**src/port_expander_defines.svh**
```systemverilog
// constants for the timed output port expander
// assumes a 40 MHz system clock feeding every register
`ifndef PORT_EXPANDER_DEFINES_SVH
`define PORT_EXPANDER_DEFINES_SVH

// ==========================================================
// serial address layout
`define DEV_CODE 3'h4
`define ADDR_BITS 4'h8

// ==========================================================
// command codes
`define CMD_CTRL 4'h0
`define CMD_NV_DEF 4'h1
`define CMD_NV_DLY0 4'h2
`define CMD_NV_LAST 4'h5
`define NV_SLOTS 5

// ==========================================================
// reset values
`define CTRL_RESET 8'h00

// ==========================================================
// timing: delay unit of the lower channels
`define CLK_NS 25
`define TICK_NS 1000
`define TICK_CYC ((`TICK_NS + `CLK_NS - 1) / `CLK_NS)
`define SCL_MAX_KHZ 400

`endif

```
**src/port_expander_pkg.sv**
```systemverilog
// types shared by the port expander core and its storage
// assumes the defines header is compiled alongside
package port_expander_pkg;

  // ========================================================
  // serial interface states, gray along the usual path
  typedef enum logic [2:0] {
    st_idle = 3'h0,
    st_addr = 3'h1,
    st_addr_ack = 3'h3,
    st_wdata = 3'h2,
    st_wack = 3'h6,
    st_rdata = 3'h7,
    st_rack = 3'h5
  } serial_state_t;

  // ========================================================
  // nonvolatile contents: slot 0 defaults, slots 1..4 delays
  typedef logic [4:0][7:0] nv_array_t;

  // write request towards the nonvolatile store
  typedef struct packed {
    logic we;
    logic [2:0] addr;
    logic [7:0] data;
  } nv_req_t;

  // whole state of the core
  typedef struct packed {
    serial_state_t state;
    logic [3:0] bit_cnt;
    logic [7:0] shreg;
    logic [3:0] cmd;
    logic rw;
    logic drive_low;
    logic ack_seen;
    logic [7:0] ctrl;
    logic booted;
    logic timer_enable_in_q;
    logic running;
    logic [5:0] tick_cnt;
    logic [7:0] elapsed;
    logic [3:0] inv;
    logic [7:0] dout;
    logic scl_q;
    logic sda_q;
    nv_req_t nv;
  } core_state_t;

endpackage

```
**src/nv_store.sv**
```systemverilog
// nonvolatile default and delay storage
// assumes writes arrive as single-cycle requests from the core
`timescale 1ns/1ps
`include "port_expander_defines.svh"

module nv_store
(
  input wire logic sys_clk,
  input wire logic wp_in,
  input wire port_expander_pkg::nv_req_t req,
  output port_expander_pkg::nv_array_t contents
);
  import port_expander_pkg::*;

  nv_array_t mem = '0;
  nv_array_t next_mem;

  // ========================================================
  // store update, refused while write protect is high
  always_comb
  begin
    next_mem = mem;
    if (req.we && !wp_in && (req.addr < 3'(`NV_SLOTS)))
    begin
      next_mem[req.addr] = req.data;
    end
  end

  // contents are not cleared by reset so they survive it
  always_ff @(posedge sys_clk)
  begin
    mem <= next_mem;
  end

  assign contents = mem;

endmodule

```
**src/timed_output_port_expander.sv**
```systemverilog
// timed output port expander core: serial slave, timer, outputs
// assumes scl, sda and timer enable are synchronous to sys_clk
`timescale 1ns/1ps
`include "port_expander_defines.svh"

module timed_output_port_expander
(
  input wire logic sys_clk,
  input wire logic reset_n,
  input wire logic scl_in,
  input wire logic sda_in,
  output logic sda_out,
  output logic sda_oe_n,
  input wire logic wp_in,
  input wire logic timer_enable_in,
  output logic timed_out_0,
  output logic timed_out_1,
  output logic timed_out_2,
  output logic timed_out_3,
  output logic fixed_out_4,
  output logic fixed_out_5,
  output logic fixed_out_6,
  output logic fixed_out_7
);
  import port_expander_pkg::*;

  core_state_t st;
  core_state_t next_st;
  nv_array_t nv;
  logic scl_rise;
  logic scl_fall;
  logic start_seen;
  logic stop_seen;
  logic timer_enable_in_rise;
  logic tick;
  logic [3:0] due;

  // ========================================================
  // decoding shared by reads and writes
  function automatic logic nv_cmd(input logic [3:0] cmd);
    nv_cmd = (cmd >= `CMD_NV_DEF) && (cmd <= `CMD_NV_LAST);
  endfunction

  function automatic logic [2:0] nv_slot(input logic [3:0] cmd);
    logic [3:0] diff;
    diff = cmd - `CMD_NV_DEF;
    nv_slot = diff[2:0];
  endfunction

  // ========================================================
  // nonvolatile storage
  nv_store u_nv
  (
    .sys_clk(sys_clk),
    .wp_in(wp_in),
    .req(st.nv),
    .contents(nv)
  );

  // ========================================================
  // bus edges; 40 MHz sampling covers 400 kHz scl with margin
  assign scl_rise = scl_in && !st.scl_q;
  assign scl_fall = !scl_in && st.scl_q;
  assign start_seen = scl_in && st.scl_q && st.sda_q && !sda_in;
  assign stop_seen = scl_in && st.scl_q && !st.sda_q && sda_in;
  assign timer_enable_in_rise = timer_enable_in && !st.timer_enable_in_q;
  assign tick = st.tick_cnt == 6'(`TICK_CYC - 1);

  // per channel delay comparison
  genvar gi;
  generate
    for (gi = 0; gi < 4; gi++)
    begin : g_due
      assign due[gi] = st.elapsed >= nv[gi + 1];
    end
  endgenerate

  // ========================================================
  // next state
  always_comb
  begin
    logic [7:0] rd;
    rd = 8'h00;
    next_st = st;
    next_st.scl_q = scl_in;
    next_st.sda_q = sda_in;
    next_st.timer_enable_in_q = timer_enable_in;
    next_st.nv.we = 1'b0;
    if (st.cmd == `CMD_CTRL)
    begin
      rd = st.ctrl;
    end
    else if (nv_cmd(st.cmd))
    begin
      rd = nv[nv_slot(st.cmd)];
    end

    // serial slave
    if (start_seen)
    begin
      next_st.state = st_addr;
      next_st.bit_cnt = 4'h0;
      next_st.drive_low = 1'b0;
    end
    else if (stop_seen)
    begin
      next_st.state = st_idle;
      next_st.drive_low = 1'b0;
    end
    else
    begin
      case (st.state)
        st_idle:
        begin
          next_st.drive_low = 1'b0;
        end
        st_addr, st_wdata:
        begin
          if (scl_rise)
          begin
            next_st.shreg = {st.shreg[6:0], sda_in};
            next_st.bit_cnt = st.bit_cnt + 4'h1;
          end
          else if (scl_fall && st.bit_cnt == `ADDR_BITS)
          begin
            if (st.state == st_wdata)
            begin
              next_st.state = st_wack;
              next_st.drive_low = 1'b1;
              if (st.cmd == `CMD_CTRL)
              begin
                next_st.ctrl = st.shreg;
              end
              else if (nv_cmd(st.cmd))
              begin
                next_st.nv.we = 1'b1;
                next_st.nv.addr = nv_slot(st.cmd);
                next_st.nv.data = st.shreg;
              end
            end
            else if (st.shreg[7:5] == `DEV_CODE)
            begin
              next_st.state = st_addr_ack;
              next_st.cmd = st.shreg[4:1];
              next_st.rw = st.shreg[0];
              next_st.drive_low = 1'b1;
            end
            else
            begin
              next_st.state = st_idle;
            end
          end
        end
        st_addr_ack, st_wack:
        begin
          if (scl_fall)
          begin
            next_st.bit_cnt = 4'h0;
            if (st.state == st_addr_ack && st.rw)
            begin
              next_st.state = st_rdata;
              next_st.shreg = rd;
              next_st.drive_low = !rd[7];
            end
            else
            begin
              next_st.state = st_wdata;
              next_st.drive_low = 1'b0;
            end
          end
        end
        st_rdata:
        begin
          if (scl_rise)
          begin
            next_st.bit_cnt = st.bit_cnt + 4'h1;
          end
          else if (scl_fall)
          begin
            if (st.bit_cnt == `ADDR_BITS)
            begin
              next_st.state = st_rack;
              next_st.drive_low = 1'b0;
            end
            else
            begin
              next_st.shreg = {st.shreg[6:0], 1'b0};
              next_st.drive_low = !st.shreg[6];
            end
          end
        end
        st_rack:
        begin
          if (scl_rise)
          begin
            next_st.ack_seen = !sda_in;
          end
          else if (scl_fall)
          begin
            next_st.bit_cnt = 4'h0;
            if (st.ack_seen)
            begin
              next_st.state = st_rdata;
              next_st.shreg = rd;
              next_st.drive_low = !rd[7];
            end
            else
            begin
              next_st.state = st_idle;
            end
          end
        end
        default:
        begin
          next_st.state = st_idle;
          next_st.drive_low = 1'b0;
        end
      endcase
    end

    // stored defaults applied once after reset
    if (!st.booted)
    begin
      next_st.booted = 1'b1;
      next_st.ctrl = nv[0];
    end

    // timer: rise restarts, low level halts
    if (timer_enable_in_rise)
    begin
      next_st.running = 1'b1;
      next_st.elapsed = 8'h00;
      next_st.tick_cnt = 6'h00;
      next_st.inv = 4'h0;
    end
    else if (!timer_enable_in)
    begin
      next_st.running = 1'b0;
    end
    else if (st.running)
    begin
      next_st.inv = st.inv | due;
      next_st.tick_cnt = tick ? 6'h00 : st.tick_cnt + 6'h01;
      if (tick && st.elapsed != 8'hff)
      begin
        next_st.elapsed = st.elapsed + 8'h01;
      end
    end

    // outputs: lower nibble may invert, upper never does
    next_st.dout = {st.ctrl[7:4], st.ctrl[3:0] ^ st.inv};
  end

  // ========================================================
  // state register
  always_ff @(posedge sys_clk)
  begin
    if (!reset_n)
    begin
      st <= '0;
      st.state <= st_idle;
      st.ctrl <= `CTRL_RESET;
      st.scl_q <= 1'b1;
      st.sda_q <= 1'b1;
    end
    else
    begin
      st <= next_st;
    end
  end

  // ========================================================
  // pins; the line is only ever pulled low
  assign sda_out = 1'b0;
  assign sda_oe_n = !st.drive_low;
  assign timed_out_0 = st.dout[0];
  assign timed_out_1 = st.dout[1];
  assign timed_out_2 = st.dout[2];
  assign timed_out_3 = st.dout[3];
  assign fixed_out_4 = st.dout[4];
  assign fixed_out_5 = st.dout[5];
  assign fixed_out_6 = st.dout[6];
  assign fixed_out_7 = st.dout[7];
endmodule

```
**config.mk**
```make
export PLATFORM = sky130hd
export DESIGN_NAME = timed_output_port_expander
export DESIGN_NICKNAME = d
export VERILOG_FILES = /design/src/port_expander_pkg.sv /design/src/nv_store.sv /design/src/timed_output_port_expander.sv
export VERILOG_INCLUDE_DIRS = /design/src /design/src/src
export SDC_FILE = /design/constraint.sdc
export NUM_CORES = 1
export LEC_CHECK = 0
export ABC_CLOCK_PERIOD_IN_PS = 2500
export BUFFER_PORTS_ARGS = -buffer_cell sky130_fd_sc_hd__buf_2
export CAP_MARGIN = 20
export CORE_MARGIN = 2
export CORE_UTILIZATION = 40
export DETAILED_ROUTE_END_ITERATION = 12
export GPL_TIMING_DRIVEN = 0
export SYNTH_ARGS = -nofsm -noshare
export SYNTH_HDL_FRONTEND = slang
export SYNTH_SLANG_ARGS = --single-unit
```
**constraint.sdc**
```tcl
create_clock -name sys_clk -period 2.5 [get_ports sys_clk]
set_input_delay 0.375 -clock sys_clk [delete_from_list [all_inputs] [get_ports sys_clk]]
set_output_delay 0.375 -clock sys_clk [all_outputs]
set_load 0.01 [all_outputs]
```
==> flow_metrics.tcl <==
set metrics [dict create \
    internal_power_w 0.00377 \
    finalMaxSlewViolations 0 \
    ant_nets 0 \
    dp_hpwl_mm 10.4 \
    grt_antenna_before_repair 0 \
    drc 0 \
    setup_viol 0 \
    grt_pass1_vias 4278 \
    cts_buffer_depth 2 \
    path_cells "buf_6 -> inv_1 -> ha_1 -> buf_6 -> mux4_2 -> o211a_1 -> a221oi_2 -> a21oi_1 -> a22o_1" \
    numCtsBuffers 17 \
    maxSlewHeadroom_pct 41.2 \
    crit_top_cell "buf_6" \
    wl_per_cell_um 17.5 \
    synth_top_family_by_area "simple AND/OR/NAND/NOR gates" \
    top_level_ports 16 \
    rsz0062_at_grt "no" \
    path_delay_family "compound AO/OA/AOI/OAI gates" \
    synth_edf_count 40 \
    io_buffer_count 14 \
    cp.required_ns 2.81 \
    seqPwrFrac_pct 40.9 \
    drive_gt1_share_pct 16.3 \
    insertion_delay_ns 0.42 \
    synth_fa_ha_area_share_pct 8.44 \
    yosys_warnings 0 \
    p_sw_share_pct 20.3 \
    cp-end-kind "register" \
    cap_violations 0 \
    cp.arrival_ns 2.70 \
    synth_seq_cells 113 \
    critPathKind "reg -> reg" \
    critPathLaunch "st[54]" \
    min_path_type "in -> reg" \
    placed_cells 760 \
    clock_skew_ns 0.00877 \
    yosys.area_share.simple_pct 16.1 \
    drt-total-wl_mm 13.9 \
    crit_buf_inv 3 \
    dieArea_um2 15700 \
    via_per_inst 5.47 \
    grt_start_max_net_pins 17 \
    max_slew.worst_pin.slew_ns 0.879 \
    power_density_nw_per_um2 687 \
    fin_crit_sh_pct 95.4 \
    clkPwrFrac_pct 55.5 \
    layout_min_cycle_time_ns 2.39 \
    num_rows 44 \
    path_max_fanout 10 \
    hold_viol 0 \
    path_clk_slew_ns 0.06 \
    power.static_leakage_nw 2.72 \
    final_common_cell "dfxtp_1" \
    fin_cells 793 \
    die_height_um 125 \
    cts_tree "built" \
    seq_area_frac_synth_pct 45.2 \
    cpMaxStageDelayCell "dfxtp_4" \
    p_switching_w 0.000957 \
    synthCells 560 \
    hold_buffers 0 \
    nets 641 \
    overflow 0 \
    initial_core_util_pct 40.7 \
    cts-root-buf "clkbuf_16" \
    cts_sinks 113 \
    synth_cell_types 71 \
    layout_common_cells "dfxtp_1, nor2_1, inv_1" \
    syn2layout_area_growth_pct 16.7 \
    pwr-share-comb_pct 3.6 \
    r2r_start "st[54]" \
    cp-start-kind "register" \
    synth_area_um2 5900 \
    grt.total_usage_pct 18.6 \
    grt_pass1_wl_mm 22.9 \
    cp_slowest_stage_delay_ns 0.39 \
    syn_nets 605 \
    htree_num_levels 4 \
    diodes 0 \
    irDropWorstVdd_mv 0.476 \
    min_from "reset_n" \
    synth_xor_area_share_pct 3.12 \
    async_flop_share_pct 0 \
    gp_congestion 0.889 \
    firstDrtPassIters 5 \
    num_vias 4340 \
    dr.first_iter.drc_count 372 \
    max_freq_ghz 0.419 \
    synth_flop_cell "dfxtp_1" \
    synthMuxAreaShare_pct 7.32 \
    coreArea_um2 14500 \
    cts_setup_buffers 0 \
    whs_ns 0.105 \
    synth_compound_area_share_pct 15.0 \
    post_synth.cell_area_avg_um2 10.5 \
    die_x_um 125 \
    status "finished clean" \
]
-- synthesized netlist by cell type, types with 3 or more instances --
cell,count,area [um^2]
a21oi_2,3,26.3
mux4_2,8,180
a21o_1,9,67.6
clkbuf_1,6,22.5
nor2_1,68,255
o21ai_0,18,90.1
and2_1,6,37.5
inv_1,42,158
xnor2_1,14,123
mux2i_1,24,240
xor2_1,7,61.3
a211o_1,8,70.1
ha_1,39,488
a22o_1,7,61.3
nand4_1,4,25.0
nor3_1,7,35.0
a211oi_1,10,75.1
nor4_1,3,18.8
o221ai_2,3,45.0
o2111ai_1,5,43.8
nand3b_1,5,37.5
nand2_1,30,113
a31oi_1,9,56.3
buf_4,7,52.6
edfxtp_1,40,1200
o21a_1,6,45.0
a22oi_1,6,45.0
dfxtp_1,73,1460
a21oi_1,10,50.1
nor2b_1,5,31.3
nand2b_1,11,68.8
nand3_1,9,45.0
nand2b_4,3,41.3
nor3b_1,3,22.5
buf_2,7,35.0
-- routing by layer --
metal,routed length (um),up-vias,GRT usage [%]
li1,-,2093,-
met1,6840,2121,26.8
met2,6150,108,27.7
met3,607,18,3.68
met4,275,0,6.67
met5,0,-,0
-- power groups by stage --
stage / combinational [W] / clock (W) / sequential, W
floorplan: 0.000121 / 0 / 0.00196
global placement: 0.000166 / 0 / 0.00197
finish: 0.000171 / 0.00262 / 0.00193
global route: 0.000189 / 0.00273 / 0.00193
CTS: 0.000170 / 0.00265 / 0.00193
detailed placement: 0.000169 / 0 / 0.00197
-- sequential cells by signal (all words and copies together) (netlist names) --
signal,count
u_nv.contents,40
fixed_out_6,1
timed_out_2,1
fixed_out_4,1
timed_out_0,1
timed_out_3,1
st,61
next_st,4
fixed_out_5,1
timed_out_1,1
fixed_out_7,1
-- logic make-up after synthesis --
group	Yosys count
compound gates	114
xor+xnor	21
fa+ha+maj	40
buf+inv	64
flops	113
mux	33
other cells	1
simple gates	174
-- worst paths after layout --
path	endpoint	slack [ns]	depth (start not counted)
hold / removal	st[42]	0.10	1
setup / recovery	st[65]	0.11	9
setup reg to reg	st[65]	0.11	9
hold reg to reg	st[40]	0.46	1
-- repair_timing --
action / 4_1_cts / 5_1_grt
hold endpoints to repair: 0 / 0
setup endpoints to repair: 4 / 2
gates cloned: 0 / 0
resized for setup: 2 / 2
-- layout make-up --
| cell class | instances | area [um^2] |
|---|---|---|
| buffer | 21 | 128 |
| clock buffer | 25 | 538 |
| clock inverter | 7 | 116 |
| fill | 1305 | 7600 |
| inverter | 43 | 161 |
| multi-input combinational | 383 | 2950 |
| sequential | 113 | 2670 |
| tap | 184 | 230 |
| timing repair buffer | 17 | 87.6 |
-- per-stage QoR --
stage / util [%] / instance area, um^2 / setup slack [ns] / power [W] / TNS, ns
3_5_place_dp: 42.9 / 6210 / -0.159 / 0.00214 / -0.336
6_report: 47.5 / 6880 / 0.114 / 0.00472 / 0
3_3_place_gp: 42.8 / 6200 / -0.160 / 0.00213 / -0.367
4_1_cts: 47.4 / 6870 / 0.0343 / 0.00475 / 0
5_1_grt: 47.5 / 6880 / 0.0106 / 0.00485 / 0
2_1_floorplan: - / 5900 / 0.343 / 0.00209 / 0
No activity file was read; power rests on OpenSTA's default activity.
